File: config.mk
export PLATFORM = sky130hd
export DESIGN_NAME = pst_status_regs
export DESIGN_NICKNAME = d
export VERILOG_FILES = /design/src/shared/pst_pkg.sv /design/src/hdl/pst_status_regs.sv
export SDC_FILE = /design/constraint.sdc
export NUM_CORES = 1
export LEC_CHECK = 0
export ABC_CLOCK_PERIOD_IN_PS = 4350
export BUFFER_PORTS_ARGS = -buffer_cell sky130_fd_sc_hd__buf_4
export CELL_PAD_IN_SITES_DETAIL_PLACEMENT = 0
export CELL_PAD_IN_SITES_GLOBAL_PLACEMENT = 1
export CORE_MARGIN = 5
export CORE_UTILIZATION = 45
export CTS_BUF_LIST = sky130_fd_sc_hd__clkbuf_16
export DETAILED_ROUTE_END_ITERATION = 16
export PLACE_DENSITY_LB_ADDON = 0.2
export RECOVER_POWER = 50
export SETUP_SLACK_MARGIN = 0.2
export SLEW_MARGIN = 15
export SYNTH_ARGS = -nofsm -noshare
export SYNTH_HDL_FRONTEND = slang
export SYNTH_SLANG_ARGS = --single-unit
File: constraint.sdc
create_clock -name i_core_clk -period 4.35 [get_ports i_core_clk]
set_clock_uncertainty 0.1 [all_clocks]
set_input_delay 0.2175 -clock i_core_clk [delete_from_list [all_inputs] [get_ports i_core_clk]]
set_output_delay 0.2175 -clock i_core_clk [all_outputs]
set_load 0.005 [all_outputs]
File: src/shared/pst_pkg.sv
package pst_pkg;

  // ****************************************************************
  // Command codes on the management link
  // ****************************************************************
  localparam logic [7:0] CMD_CLEAR_FAULTS = 8'h03;
  localparam logic [7:0] CMD_INPUT_FLAGS = 8'h7c;
  localparam logic [7:0] CMD_TEMP_FLAGS = 8'h7d;
  localparam logic [7:0] CMD_COMM_FLAGS = 8'h7e;
  localparam logic [7:0] CMD_VIN_READING = 8'h88;
  localparam logic [7:0] CMD_VOUT_READING = 8'h8b;
  localparam logic [7:0] CMD_IOUT_READING = 8'h8c;

  // ****************************************************************
  // Field positions and reset values
  // ****************************************************************
  localparam int IN_OV_FAULT_BIT = 7;
  localparam int IN_OV_WARN_BIT = 6;
  localparam int IN_UV_WARN_BIT = 5;
  localparam int TEMP_FAULT_BIT = 7;
  localparam int TEMP_WARN_BIT = 6;
  localparam int COMM_BAD_CMD_BIT = 7;
  localparam int COMM_BAD_DATA_BIT = 6;
  localparam int COMM_MEM_FAULT_BIT = 4;
  localparam int COMM_OTHER_BIT = 1;
  localparam int COMM_MEM_BUSY_BIT = 0;
  localparam logic [7:0] FLAGS_RESET = 8'h00;
  localparam logic [9:0] READING_RESET = 10'h000;
  localparam int READING_W = 10;

  // ****************************************************************
  // Serial framing counts
  // ****************************************************************
  localparam logic [3:0] BIT_ACK = 4'h8;
  localparam logic [3:0] BIT_DONE = 4'h9;
  localparam logic [3:0] BIT_ZERO = 4'h0;
  localparam logic [2:0] IDX_ADDR = 3'h0;
  localparam logic [2:0] IDX_CMD = 3'h1;
  localparam logic [2:0] IDX_DATA = 3'h2;
  localparam logic [2:0] IDX_MAX = 3'h7;

  // ****************************************************************
  // Types
  // ****************************************************************
  typedef enum logic [3:0] {
    PST_IDLE = 4'b0001,
    PST_RECV = 4'b0010,
    PST_SEND = 4'b0100,
    PST_WAIT = 4'b1000
  } pst_state_t;

  typedef struct packed {
    logic [9:0] vin;
    logic [9:0] vout;
    logic [9:0] iout;
  } pst_meas_t;

  typedef struct packed {
    logic vin_ov_warn;
    logic vin_uv_warn;
    logic ot_fault;
    logic ot_warn;
    logic mem_fault;
    logic other_fault;
    logic mem_busy;
  } pst_cond_t;

endpackage

File: src/hdl/pst_status_regs.sv
`timescale 1ns/1ps
`default_nettype none

module pst_status_regs (
  // Clock and reset
  input wire logic i_core_clk,
  input wire logic i_rst_n,
  // Management link pins
  input wire logic i_scl,
  input wire logic i_sda,
  output logic o_sda_out,
  output logic o_sda_oe,
  input wire logic [6:0] i_dev_addr,
  // Sense inputs
  input wire logic i_ov_pin,
  input wire pst_pkg::pst_cond_t i_cond,
  input wire pst_pkg::pst_meas_t i_meas,
  input wire logic [9:0] i_oc_fault_limit,
  input wire logic [9:0] i_oc_warn_limit,
  // Status outputs
  output logic o_iout_oc_fault,
  output logic o_iout_oc_warn,
  output logic o_clear_faults
);
  import pst_pkg::*;

  // ****************************************************************
  // Helpers
  // ****************************************************************
  // Sticky flag: set wins, clear only takes effect once the cause is gone
  function automatic logic latch_flag(input logic old, input logic cond, input logic clr);
    latch_flag = clr ? cond : (old | cond);
  endfunction

  function automatic logic known_cmd(input logic [7:0] c);
    known_cmd = (c == CMD_CLEAR_FAULTS) || (c == CMD_INPUT_FLAGS) || (c == CMD_TEMP_FLAGS) ||
                (c == CMD_COMM_FLAGS) || (c == CMD_VIN_READING) ||
                (c == CMD_VOUT_READING) || (c == CMD_IOUT_READING);
  endfunction

  // ****************************************************************
  // Pin synchronisers and edge detection
  // ****************************************************************
  logic [2:0] scl_q;
  logic [2:0] sda_q;
  logic [1:0] ovp_q;
  logic scl_rise;
  logic scl_fall;
  logic start_seen;
  logic stop_seen;

  // Two flops before use, third stage only for edge finding
  always_ff @(posedge i_core_clk or negedge i_rst_n) begin
    if (!i_rst_n) begin
      scl_q <= 3'h7;
      sda_q <= 3'h7;
      ovp_q <= 2'h0;
    end else begin
      scl_q <= {scl_q[1:0], i_scl};
      sda_q <= {sda_q[1:0], i_sda};
      ovp_q <= {ovp_q[0], i_ov_pin};
    end
  end

  assign scl_rise = scl_q[1] & ~scl_q[2];
  assign scl_fall = ~scl_q[1] & scl_q[2];
  assign start_seen = scl_q[1] & scl_q[2] & ~sda_q[1] & sda_q[2];
  assign stop_seen = scl_q[1] & scl_q[2] & sda_q[1] & ~sda_q[2];

  // ****************************************************************
  // Serial slave
  // ****************************************************************
  pst_state_t state_q;
  logic [3:0] bit_q;
  logic [2:0] idx_q;
  logic [7:0] rx_q;
  logic [7:0] tx_q;
  logic [7:0] tx_next;
  logic [7:0] cmd_q;
  logic is_read_q;
  logic match_q;
  logic mack_q;
  logic [15:0] word_q;
  logic clr_q;
  logic bad_cmd_ev;
  logic bad_data_ev;
  logic [7:0] in_flags_q;
  logic [7:0] temp_flags_q;
  logic [7:0] comm_flags_q;

  // Byte selected for the next transmit slot
  function automatic logic [7:0] tx_pick(input logic [7:0] c, input logic [2:0] i,
                                         input logic [15:0] w);
    logic status_cmd;
    status_cmd = (c == CMD_INPUT_FLAGS) || (c == CMD_TEMP_FLAGS) || (c == CMD_COMM_FLAGS);
    if (status_cmd) begin
      tx_pick = (i == IDX_ADDR) ? w[7:0] : FLAGS_RESET;
    end else if (i == IDX_ADDR) begin
      tx_pick = w[7:0];
    end else if (i == IDX_CMD) begin
      tx_pick = w[15:8];
    end else begin
      tx_pick = FLAGS_RESET;
    end
  endfunction

  // Snapshot of the addressed register, so both bytes come from one sample
  function automatic logic [15:0] reg_pick(input logic [7:0] c);
    case (c)
      CMD_INPUT_FLAGS: reg_pick = {8'h00, in_flags_q};
      CMD_TEMP_FLAGS: reg_pick = {8'h00, temp_flags_q};
      CMD_COMM_FLAGS: reg_pick = {8'h00, comm_flags_q};
      CMD_VIN_READING: reg_pick = {6'h00, i_meas.vin};
      CMD_VOUT_READING: reg_pick = {6'h00, i_meas.vout};
      CMD_IOUT_READING: reg_pick = {6'h00, i_meas.iout};
      default: reg_pick = 16'h0000;
    endcase
  endfunction

  assign bad_cmd_ev = (state_q == PST_RECV) && scl_fall && (bit_q == BIT_ACK) &&
                      (idx_q == IDX_CMD) && !known_cmd(rx_q);
  assign bad_data_ev = (state_q == PST_RECV) && scl_fall && (bit_q == BIT_ACK) &&
                       (idx_q >= IDX_DATA);

  // Next byte to send, picked by the current byte index
  assign tx_next = tx_pick(cmd_q, idx_q, word_q);

  // Transaction sequencer: receive bytes, acknowledge, send bytes
  always_ff @(posedge i_core_clk or negedge i_rst_n) begin
    if (!i_rst_n) begin
      state_q <= PST_IDLE;
      bit_q <= BIT_ZERO;
      idx_q <= IDX_ADDR;
      rx_q <= FLAGS_RESET;
      tx_q <= FLAGS_RESET;
      cmd_q <= FLAGS_RESET;
      is_read_q <= 1'b0;
      match_q <= 1'b0;
      mack_q <= 1'b0;
      word_q <= 16'h0000;
      o_sda_oe <= 1'b0;
    end else if (start_seen) begin
      state_q <= PST_RECV;
      bit_q <= BIT_ZERO;
      idx_q <= IDX_ADDR;
      o_sda_oe <= 1'b0;
    end else if (stop_seen) begin
      state_q <= PST_IDLE;
      o_sda_oe <= 1'b0;
    end else begin
      case (state_q)
        PST_RECV: begin
          if (scl_rise && bit_q < BIT_ACK) begin
            rx_q <= {rx_q[6:0], sda_q[1]};
            bit_q <= bit_q + 4'h1;
          end else if (scl_rise && bit_q == BIT_ACK) begin
            bit_q <= BIT_DONE;
          end else if (scl_fall && bit_q == BIT_ACK) begin
            if (idx_q == IDX_ADDR) begin
              match_q <= (rx_q[7:1] == i_dev_addr);
              is_read_q <= rx_q[0];
              o_sda_oe <= (rx_q[7:1] == i_dev_addr);
            end else if (idx_q == IDX_CMD) begin
              cmd_q <= rx_q;
              word_q <= reg_pick(rx_q);
              o_sda_oe <= 1'b1;
            end else begin
              o_sda_oe <= 1'b0; // Nothing here is writable: refuse data
            end
          end else if (scl_fall && bit_q == BIT_DONE) begin
            o_sda_oe <= 1'b0;
            bit_q <= BIT_ZERO;
            if (!match_q || (idx_q >= IDX_DATA)) begin
              state_q <= PST_WAIT;
            end else if (idx_q == IDX_ADDR && is_read_q) begin
              state_q <= PST_SEND;
              tx_q <= tx_next;
              o_sda_oe <= ~tx_next[7];
              idx_q <= IDX_CMD;
            end else begin
              idx_q <= idx_q + 3'h1;
            end
          end
        end
        PST_SEND: begin
          if (scl_rise && bit_q < BIT_ACK) begin
            bit_q <= bit_q + 4'h1;
          end else if (scl_rise && bit_q == BIT_ACK) begin
            mack_q <= ~sda_q[1];
            bit_q <= BIT_DONE;
          end else if (scl_fall && bit_q < BIT_ACK) begin
            tx_q <= {tx_q[6:0], 1'b0};
            o_sda_oe <= ~tx_q[6];
          end else if (scl_fall && bit_q == BIT_ACK) begin
            o_sda_oe <= 1'b0; // Host drives its acknowledge
          end else if (scl_fall && bit_q == BIT_DONE) begin
            bit_q <= BIT_ZERO;
            if (mack_q) begin
              tx_q <= tx_next;
              o_sda_oe <= ~tx_next[7];
              if (idx_q != IDX_MAX) begin
                idx_q <= idx_q + 3'h1;
              end
            end else begin
              state_q <= PST_WAIT;
            end
          end
        end
        PST_WAIT: begin
          o_sda_oe <= 1'b0;
        end
        PST_IDLE: begin
          o_sda_oe <= 1'b0;
        end
        default: begin
          state_q <= PST_IDLE;
          o_sda_oe <= 1'b0;
        end
      endcase
    end
  end

  // Clear-faults is a send-byte: address write plus command, then stop
  always_ff @(posedge i_core_clk or negedge i_rst_n) begin
    if (!i_rst_n) begin
      clr_q <= 1'b0;
    end else begin
      clr_q <= stop_seen && (state_q == PST_RECV) && match_q && !is_read_q &&
               (idx_q == IDX_DATA) && (cmd_q == CMD_CLEAR_FAULTS);
    end
  end

  // ****************************************************************
  // Status registers
  // ****************************************************************
  // Input flags; reserved low bits stay zero
  always_ff @(posedge i_core_clk or negedge i_rst_n) begin
    if (!i_rst_n) begin
      in_flags_q <= FLAGS_RESET;
    end else begin
      in_flags_q[IN_OV_FAULT_BIT] <= latch_flag(in_flags_q[IN_OV_FAULT_BIT], ovp_q[1],
                                                clr_q);
      in_flags_q[IN_OV_WARN_BIT] <= latch_flag(in_flags_q[IN_OV_WARN_BIT], i_cond.vin_ov_warn,
                                               clr_q);
      in_flags_q[IN_UV_WARN_BIT] <= latch_flag(in_flags_q[IN_UV_WARN_BIT], i_cond.vin_uv_warn,
                                               clr_q);
      in_flags_q[4:0] <= FLAGS_RESET[4:0];
    end
  end

  // Temperature flags
  always_ff @(posedge i_core_clk or negedge i_rst_n) begin
    if (!i_rst_n) begin
      temp_flags_q <= FLAGS_RESET;
    end else begin
      temp_flags_q[TEMP_FAULT_BIT] <= latch_flag(temp_flags_q[TEMP_FAULT_BIT], i_cond.ot_fault,
                                                 clr_q);
      temp_flags_q[TEMP_WARN_BIT] <= latch_flag(temp_flags_q[TEMP_WARN_BIT], i_cond.ot_warn,
                                                clr_q);
      temp_flags_q[5:0] <= FLAGS_RESET[5:0];
    end
  end

  // Communication and memory flags
  always_ff @(posedge i_core_clk or negedge i_rst_n) begin
    if (!i_rst_n) begin
      comm_flags_q <= FLAGS_RESET;
    end else begin
      comm_flags_q <= FLAGS_RESET;
      comm_flags_q[COMM_BAD_CMD_BIT] <= latch_flag(comm_flags_q[COMM_BAD_CMD_BIT], bad_cmd_ev,
                                                   clr_q);
      comm_flags_q[COMM_BAD_DATA_BIT] <= latch_flag(comm_flags_q[COMM_BAD_DATA_BIT],
                                                    bad_data_ev, clr_q);
      comm_flags_q[COMM_MEM_FAULT_BIT] <= latch_flag(comm_flags_q[COMM_MEM_FAULT_BIT],
                                                     i_cond.mem_fault, clr_q);
      comm_flags_q[COMM_OTHER_BIT] <= latch_flag(comm_flags_q[COMM_OTHER_BIT],
                                                 i_cond.other_fault, clr_q);
      comm_flags_q[COMM_MEM_BUSY_BIT] <= latch_flag(comm_flags_q[COMM_MEM_BUSY_BIT],
                                                    i_cond.mem_busy, clr_q);
    end
  end

  // ****************************************************************
  // Outputs
  // ****************************************************************
  // Current limit comparison, refreshed every cycle
  always_ff @(posedge i_core_clk or negedge i_rst_n) begin
    if (!i_rst_n) begin
      o_iout_oc_fault <= 1'b0;
      o_iout_oc_warn <= 1'b0;
    end else begin
      o_iout_oc_fault <= (i_meas.iout >= i_oc_fault_limit);
      o_iout_oc_warn <= (i_meas.iout >= i_oc_warn_limit);
    end
  end

  // Open-drain data only ever pulls low; clear pulse mirrors the flag clear
  always_ff @(posedge i_core_clk or negedge i_rst_n) begin
    if (!i_rst_n) begin
      o_sda_out <= 1'b0;
      o_clear_faults <= 1'b0;
    end else begin
      o_sda_out <= 1'b0;
      o_clear_faults <= clr_q;
    end
  end

endmodule // pst_status_regs

`default_nettype wire

### Word level (Yosys, flattened, before mapping)

Cells that the tools add are included.

* add/subtract/negate cells: 2
* order comparisons: 4
* equality and inequality tests: 61
* muxes and demuxes: 86
* bitwise gates (word level): 28
* reductions and logical operators: 41

Operators with widths (count)
* two-way mux 4 bit: 23
* two-way mux 7 bit: 12
* case mux 10 bit (6 select lines): 1
* equality test 8 x 7 -> 1 bit (second input constant): 6
* two-way mux 3 bit: 15
* != test 3 bit (second input constant): 15
* != test 4 bit (second input constant): 9
* two-way mux 8 bit: 4
* AND reduction 14 bit: 2
* two-way mux 1 bit: 26
* equality test 8 bit (second input constant): 3
* >= comparator 10 bit: 2
* equality test 8 x 2 -> 1 bit (second input constant): 2
* logical AND 1 bit: 16
* != test 2 bit (second input constant): 7
* case mux 7 bit (2 select lines): 1
* AND reduction 7 bit: 2
* equality test 4 bit (second input constant): 3
* != test 6 bit (second input constant): 2
* case mux 4 bit (3 select lines): 1
* AND reduction 12 bit: 1
* NOT 1 bit: 11
* != test 5 x 3 -> 1 bit (second input constant): 2
* bitwise OR 1 bit: 10
* other kinds (29): 46

* bits in registers: 76
* word-level logic and storage cells: 243

### Depth between registers and ports, before layout

Gate-level depths: netlist of the first run.

* depth after elaboration: 14
* gate-level depth with buffers: 9
* depth with buffers taken out: 7

### Worst setup path before layout of the first run

No wires, ideal clock.

* path type: register to register
* start: register bit_q[0]
* end: register bit_q[0]
* library setup time: 0.128 ns
* data arrival time: 2.133 ns
* required time: 4.122 ns
* path slack: 1.989 ns
* cell stages (with the launch flop): 9
* path buffers: 1
* cell sequence: dfrtp_1 > inv_1 > ha_1 > clkbuf_1 > nor2b_1 > nand3_1 > a221o_1 > a31oi_1 > mux2_1

* word-level cells in the longest chain between the ends: 10

RTL lines
* from (decl): line pst_status_regs.sv:74 `logic [3:0] bit_q;`
* from (signal assigned): line pst_status_regs.sv:155 `bit_q <= bit_q + 4'h1;`
* from (signal assigned): line pst_status_regs.sv:187 `bit_q <= bit_q + 4'h1;`
* equality test 4 bit: line pst_status_regs.sv:170, pst_status_regs.sv:196
* logical AND 1 bit: line pst_status_regs.sv:170, pst_status_regs.sv:196
* two-way mux 4 bit (3 in series)
* two-way mux 4 bit: line pst_status_regs.sv:188 `end else if (scl_rise && bit_q == BIT_ACK) begin`
* two-way mux 4 bit: line pst_status_regs.sv:186 `if (scl_rise && bit_q < BIT_ACK) begin`
* case mux 4 bit (2 select lines): line pst_status_regs.sv:151 `case (state_q)`
* two-way mux 4 bit: line pst_status_regs.sv:147 `end else if (stop_seen) begin`
* two-way mux 4 bit: line pst_status_regs.sv:142 `end else if (start_seen) begin`

Several ways; a longest one is shown, not always the timed one. The select of a mux whose other input is x is not followed.
A chain may end at the register's enable or synchronous reset.

### Final worst setup path of the first run

* start: register state_q[1]
* end: register bit_q[0]

* word-level cells in the longest chain between the ends: 4

RTL lines
* from (decl): line pst_status_regs.sv:73 `pst_state_t state_q;`
* from (signal assigned): line pst_status_regs.sv:131 `state_q <= PST_IDLE;`
* from (signal assigned): line pst_status_regs.sv:143 `state_q <= PST_RECV;`
* from (signal assigned): line pst_status_regs.sv:148 `state_q <= PST_IDLE;`
* equality test 4 x 3 -> 1 bit or equality test 4 x 2 -> 1 bit (tied branches): line pst_status_regs.sv:151
* case mux 4 bit (2 select lines): line pst_status_regs.sv:151
* two-way mux 4 bit: line pst_status_regs.sv:147
* two-way mux 4 bit: line pst_status_regs.sv:142

Several ways; a longest one is shown, not always the timed one. The select of a mux whose other input is x is not followed.

==> metrics.md, run 1 <==
| Metric | Value |
|---|---|
| Net Sw Frac | `between 20% and 30%` |
| CP Max Fanout | `14` |
| Dpl hpwl | `7.90 mm` |
| Via-to-Cell Ratio | `about 5.6` |
| Syn Std Cell Area | `approximately 4200 um^2` |
| Failing checks | `capacitance limit, slew limit` |
| Area contributors post-synth | `dfrtp_1 (38%), ha_1 (8.4%), nand2_1 (6.4%), dfstp_2 (4.4%), o21ai_0 (3.0%)` |
| CTS Buffer Depth | `2` |
| Fin nets | `around 610` |
| Crit path max-delay cell type | `or4b_1` |
| Resize count post-CTS | `0` |
| Fmax | `around 370 MHz` |
| H-tree depth | `3` |
| Postcts setup bufs | `0` |
| Crit path time final | `approximately 2.7 ns` |
| Clock Power Share | `approximately 44%` |
| DRT antenna net count | `0` |
| Reg-to-reg endpoint | `bit_q[0]` |
| Hold path cells | `3` |
| CP cell instances | `or4b_1 -> nor2_1 -> a221o_1 -> a31oi_1 -> mux2_1` |
| Mapped Cells | `about 430` |
| Clk_lat worst skew | `about 0.33 ns` |
| Final setup viols | `0` |
| Fraction of layout cells with a size suffix above 1 | `a little under a quarter` |
| Post-synth EDFFs | `0` |
| HP Start | `i_meas[22]` |
| Crit path DAT | `about 2.8 ns` |
| Largest family of logic cells by synthesized area | `simple AND/OR/NAND/NOR gates` |
| Drt total wl | `just over 10 mm` |
| Chip width | `106 um` |
| Critical Path Source Type | `register` |
| Simple-gate share of the synthesized area | `18.6%` |
| Commonest non-fill, non-tap cell in the layout | `nand2_1` |
| Chip height | `between 100 and 150 um` |
| Power Density | `roughly 320 nW/um^2` |
| Area share of xor/xnor cells in the synthesized design | `between 2 and 2.5%` |
| Ant diodes | `0` |
| Initial core utilization | `45.6%` |
| CP max stage delay | `slightly below 0.7 ns` |
| RSZ-0062 raised after global routing | `false` |
| First drt pass iteration count | `4` |
| DRC violations left | `0` |
| Ys async rst share | `100%` |
| Max_cap viols | `1` |
| Total CTS buffers | `9` |
| Int Pwr | `around 0.0012 W` |
| Register-to-Register Setup Slack | `roughly 1.6 ns` |
| Area Overhead vs Synth | `24.5%` |
| Final Hold Vio Count | `0` |
| Seq/Total Area, Yosys | `approximately 42%` |
| # hold bufs at CTS | `11` |
| Main flop type after synthesis | `dfrtp_1` |
| Yosys warning count | `0` |
| Post-Synth Adder-Cell Area | `around 8.4%` |
| Comb pwr share | `13.4%` |
| FF+latch count, synth | `70` |
| Power, Total | `roughly 0.0017 W` |
| Post-Route Setup TNS | `0 ns` |
| Fill cells | `831` |
| Max-Slew Margin vs Limit | `-16.0%` |
| Peak supply drop | `roughly 0.18 mV` |
| Initial antenna violation count | `0` |
| Min-delay worst type | `primary input to register` |
| Num ports | `74` |
| Die area | `approximately 11000 um^2` |
| Cell Rows | `35` |
| Worst path depth | `5` |
| Status | `finished, violations left` |
| Worst-Margin Slew | `1.74 ns` |
| Hold EP | `word_q[2]` |
| Vias in the first global route | `roughly 3600` |
| Gr ovfl total | `0` |
| Design Area, Final | `between 5000 and 6000 um^2` |
| Yosys top cell by area | `dfrtp_1` |
| Initial drt markers | `150` |
| Global-route wire length before repair | `approximately 18 mm` |
| R2R depth | `5` |
| CTS tree | `built` |
| Syn nets | `530` |
| Wire per inst | `approximately 17 um` |
| P_sw | `0.000423 W` |
| GP Congestion | `between 0.8 and 0.9` |
| Routed via count | `between 3000 and 4000` |
| DP Area | `4780 um^2` |
| Worst r2r src | `state_q[1]` |
| IO buf count | `72` |
| Mux contribution to synthesized area | `under 10%` |
| Core region area | `around 9100 um^2` |
| Crit Path Class | `register to register` |
| Final worst-path cycle share | `between 60 and 70%` |
| Leak | `about 2.4 nW` |
| Yosys top cell area share | `between 30% and 40%` |
| Slew Viols, Final | `between 70 and 80` |
| Synth Area per Inst | `9.60 um^2` |
| Commonest cells after routing, fill and taps aside | `nand2_1 (71), buf_4 (67), dfrtp_1 (63), ha_1 (28), inv_1 (27)` |
| CTS Sinks | `70` |
| CP required | `roughly 4.5 ns` |
| Largest net degree at the start of global routing | `71` |
| Setup crit end kind | `register` |
| WP buf/inv | `0` |
| Core Util, Final | `56.8%` |
| GRT Util Overall | `19.5%` |
| Count of cell types in the netlist | `66` |
| Reg clk slew, reported paths | `roughly 0.06 ns` |
| Synth Area in Compound Gates | `17.5%` |
| Root Driver | `clkbuf_16` |
| Sequential share of power | `between 40% and 50%` |
| Critical path's top delay family | `simple AND/OR/NAND/NOR gates` |
-- cell usage after synthesis, drive strengths merged (5+ instances only) --
| cell | instances |
|---|---|
| nand2b | 7 |
| nand2 | 71 |
| a31oi | 11 |
| inv | 27 |
| nor2b | 5 |
| o21ai | 26 |
| dfrtp | 63 |
| ha | 28 |
| nand3 | 7 |
| nor2 | 22 |
| a22oi | 6 |
| xnor2 | 9 |
| mux2 | 18 |
| a222oi | 5 |
| nand3b | 5 |
| dfstp | 7 |
| nor3 | 8 |
| a21oi | 10 |
| clkbuf | 12 |
| buf | 6 |
| a21o | 10 |
-- flip-flops by register name, summed over array words and instances (netlist names), 3 cells and up --
register,cells
comm_flags_q,5
scl_q,3
tx_q,7
sda_q,3
word_q,10
bit_q,4
in_flags_q,3
state_q,4
idx_q,3
cmd_q,8
rx_q,8
-- worst max-delay path by stage --
| stage | start | end |
|---|---|---|
| floorplan | bit_q[0] | bit_q[0] |
| finish | state_q[1] | bit_q[0] |
| CTS | state_q[1] | bit_q[0] |
| global route | state_q[1] | bit_q[0] |
| global placement | state_q[1] | bit_q[0] |
| detailed placement | state_q[1] | bit_q[0] |
-- cell families (layout without fill, tap and decap cells) --
group | Yosys count | count (layout)
compound gates | 104 | 104
xor+xnor | 10 | 10
fa+ha+maj | 28 | 28
buf+inv | 46 | 130
flops | 70 | 70
mux | 22 | 22
other cells | 1 | 1
simple gates | 152 | 152
-- cell type report --
| class | instances | area, um^2 | area share, % |
|---|---|---|---|
| Sequential cell | 70 | 1760 | 34.0 |
| Clock buffer | 9 | 225 | 4.35 |
| Clock inverter | 7 | 73.8 | 1.43 |
| Timing Repair Buffer | 86 | 663 | 12.8 |
| Tap cell | 111 | 139 | 2.68 |
| Inverter | 28 | 105 | 2.03 |
| Multi-Input combinational cell | 317 | 2210 | 42.7 |
-- worst min-delay path, cell delays in order --
cell and delay (ns):
buf_4 0.11, nand2_1 0.04, a31oi_1 0.07
-- power by group through the flow --
stage               logic [W]  registers (W)  clock network (W)
floorplan            0.000123       0.000708                  0
global placement     0.000213       0.000721                  0
finish               0.000222       0.000711           0.000724
global route         0.000249       0.000716           0.000774
CTS                  0.000227       0.000712           0.000746
detailed placement   0.000218       0.000724                  0
-- through the flow --
stage / setup WS, ns / instances / hold slack, ns
finish: 1.64 / 628 / 0.0476
global route: 1.43 / 628 / 0.0464
CTS: 1.63 / 628 / 0.0382
detailed placement: 1.64 / 601 / 0.227
global placement: 1.71 / 601 / 0.226
floorplan: 1.99 / 433 / -0.178
-- metal layers --
| layer | GRT usage, % | up-vias | wire length, um |
|---|---|---|---|
| li1 | - | 1728 | - |
| met3 | 5.46 | 16 | 544 |
| met1 | 24.6 | 1675 | 4570 |
| met2 | 32.1 | 82 | 5070 |
| met5 | 0 | - | 0 |
| met4 | 6.66 | 0 | 204 |
(Power assumes the default switching activity.)
==> inputs of run 2 (changes only) <==
ABC_CLOCK_PERIOD_IN_PS = 2200   (was 4350)
CORE_UTILIZATION = 39   (was 45)
clock period = 2.2 ns   (was 4.35 ns; I/O delays follow)
==> run 2 against run 1 <==
The run now ends clean. Global-route usage hardly changed. Highest routed layer unchanged. Utilization is 4.3 points higher. Sequential cell count stayed put. Design area is 22% higher. Setup slack worse by 1.6 ns. First-iteration DRC count is 9.3% higher. Routed wire length is 18% higher. Critical path depth is 2 higher. Total power is 120% higher. Largest cell class unchanged. Combinational power grew to 3.3 times the previous value. Maximum frequency is 23% higher. Largest power group unchanged. Clock power is 120% higher.
==> metrics.md, run 2 (synthesized netlist as in run 1, its figures left out) <==
| Metric | Value |
|---|---|
| Max_cap viols | `0 (-1)` |
| Ant diodes | `0 (unchanged)` |
| DRC violations left | `0 (unchanged)` |
| CTS tree | `built` |
| Register area | `1760 um^2 (+0.14%)` |
| Reg clk slew, reported paths | `0.06 ns (about the same)` |
| Fmax | `455 MHz (+23%)` |
| Final Hold Vio Count | `0 (unchanged)` |
| Slew Viols, Final | `0 (-100%)` |
| Hold EP | `word_q[5]` |
| Commonest non-fill, non-tap cell in the layout | `buf_4` |
| Crit path max-delay cell type | `dfrtp_2` |
| Drt total wl | `12.2 mm (+18%)` |
| Routed via count | `3833 (+9.5%)` |
| Setup crit end kind | `register` |
| Fill cells | `890 (+7.1%)` |
| GRT Util Overall | `19.5% (about the same)` |
| Core region area | `10400 um^2 (+14%)` |
| Critical path's top delay family | `compound AO/OA/AOI/OAI gates` |
| Power Density | `582 nW/um^2 (+82%)` |
| Dpl hpwl | `8.95 mm (+13%)` |
| Biggest register | `word_q` |
| Critical Path Source Type | `register` |
| First drt pass iteration count | `5 (+1)` |
| CP required | `2.32 ns (-2.14 ns)` |
| CTS Sinks | `70 (unchanged)` |
| Worst-Margin Slew | `0.753 ns (-0.986 ns)` |
| Chip width | `113 um (+6.7%)` |
| Fin nets | `690 (+13%)` |
| H-tree depth | `3 (unchanged)` |
| Initial antenna violation count | `0 (unchanged)` |
| DRT antenna net count | `0 (unchanged)` |
| CP max stage delay | `0.43 ns (-0.26 ns)` |
| WP buf/inv | `2 (+2)` |
| Largest net degree at the start of global routing | `41 (-42%)` |
| Fin Hold WS | `0.0181 ns (-0.0295 ns)` |
| Crit path time final | `2.20 ns (-0.511 ns)` |
| Cell Rows | `37 (+5.7%)` |
| Multi-input gate area in the final layout | `2560 um^2 (+16%)` |
| CP cell instances | `buf_6 -> nor4b_4 -> buf_6 -> o22ai_4 -> a22o_4 -> a31oi_4 -> mux2_4` |
| Via-to-Cell Ratio | `5.22 (-6.3%)` |
| Vias in the first global route | `3995 (+10%)` |
| Peak supply drop | `0.400 mV (+120%)` |
| Chip height | `113 um (+6.7%)` |
| Min-delay worst type | `primary input to register` |
| GP Congestion | `0.892 (+9.3%)` |
| Max-Slew Margin vs Limit | `49.8% (+66 points)` |
| Initial core utilization | `40.1% (-5.6 points)` |
| Area Overhead vs Synth | `52.3%` |
| CP most frequent cell | `buf_6` |
| Hold path cells | `3 (unchanged)` |
| Status | `finished clean` |
| Register-to-Register Setup Slack | `0.003 ns (-1.64 ns)` |
| Total CTS buffers | `9 (unchanged)` |
| Power, Total | `0.00369 W (+120%)` |
| Die area | `12800 um^2 (+14%)` |
| Max FFs per register | `10 (unchanged)` |
| Leak | `2.90 nW (+22%)` |
| Global-route wire length before repair | `20.0 mm (+13%)` |
| CP Max Fanout | `5 (-9)` |
| Largest registers | `word_q x10, cmd_q x8, rx_q x8` |
| Final cell count without fillers | `734 (+17%)` |
| Root Driver | `clkbuf_16` |
| Inst Count DP | `671 (+12%)` |
| IO buf count | `72 (unchanged)` |
| Fraction of layout cells with a size suffix above 1 | `41.8% (+19 points)` |
| Clk_lat worst skew | `0.33 ns (about the same)` |
| RSZ-0062 raised after global routing | `true` |
| Initial drt markers | `164 (+9.3%)` |
| Wire per inst | `16.6 um (+0.65%)` |
| Final setup viols | `0 (unchanged)` |
| Num ports | `74 (unchanged)` |
| CTS Buffer Depth | `2 (unchanged)` |
| R2R depth | `7 (+2)` |
| Worst r2r src | `state_q[3]` |
| Reg-to-reg endpoint | `bit_q[0]` |
| HP Start | `i_meas[25]` |
| Final worst-path cycle share | `99.9% (+38 points)` |
| Commonest cells after routing, fill and taps aside | `buf_4 (125), nand2_1 (62), dfrtp_1 (61), inv_1 (25), ha_1 (25)` |
| Crit path DAT | `2.32 ns (-0.49 ns)` |
| Crit Path Class | `register to register` |
| Gr ovfl total | `0 (unchanged)` |
run 2: cell types whose count changed in the layout (fill, tap and decap cells not counted), moves of 4 or more:
cell           delta
buf_4            +58
buf_6            +10
nor2_4            +6
nor2_1            -9
nand2_2           +8
dlygate4sd3_1     +9
nand2_1           -9
a31oi_1           -5
o21ai_0           -4
run 2: metrics by stage:
stage	cell area (um^2)	util, %	TNS (ns)	setup slack (ns)
3_3_place_gp	5230	50.5	-0.174	-0.0228
2_1_floorplan	4220	-	0	0.0368
3_5_place_dp	5230	50.5	-0.682	-0.0914
5_1_grt	6330	61.1	-0.912	-0.0531
4_1_cts	6010	57.9	-0.198	-0.0300
6_report	6330	61.1	0	0.00260
run 2: worst max-delay path by stage:
stage | startpoint | end | slack [ns] | cells past startpoint
2_1_floorplan | state_q[1] | tx_q[0] | 0.04 | 6
3_3_place_gp | state_q[0] | state_q[0] | -0.02 | 6
3_5_place_dp | state_q[0] | state_q[0] | -0.09 | 6
4_1_cts | bit_q[1] | tx_q[1] | -0.03 | 8
5_1_grt | idx_q[1] | word_q[7] | -0.05 | 8
6_report | state_q[3] | bit_q[0] | 0.003 | 7
run 2: routing by layer:
metal | vias up | GRT usage (%) | part of all wire, %
met1 | 1830 | 24.0 | 43
met2 | 94 | 33.6 | 50
met3 | 24 | 4.65 | 4.6
li1 | 1885 | - | -
met4 | 0 | 6.33 | 2.2
met5 | - | 0 | 0
run 2: layout make-up:
| type | instances | area share [%] |
|---|---|---|
| multi-input cells | 317 | 40.4 |
| flip-flops and latches | 70 | 27.8 |
| repair buffers | 167 | 22.3 |
| clock buffers | 9 | 3.56 |
| well taps | 136 | 2.69 |
| inverters | 28 | 1.66 |
| clock inverters | 7 | 1.54 |
run 2: worst reg2reg max path, stage by stage, from the launching register on:
cell	delay (ns)
dfrtp_2	0.43
buf_6	0.13
nor4b_4	0.34
buf_6	0.19
o22ai_4	0.07
a22o_4	0.28
a31oi_4	0.22
mux2_4	0.33
run 2: what timing repair did:
action,CTS,global route
gates resized for setup,27,52
gates cloned,1,2
hold endpoints to repair,63,0
hold buffers,20,0
endpoints found under the setup margin,37,39
pin swaps,10,21
buffers inserted,12,12
run 2: report_power, final:
| part | switching [W] | internal (W) |
|---|---|---|
| combinational | 0.000328 | 0.000399 |
| sequential | 0.0000436 | 0.00134 |
| clock | 0.000577 | 0.000998 |
| total | 0.000948 | 0.00274 |
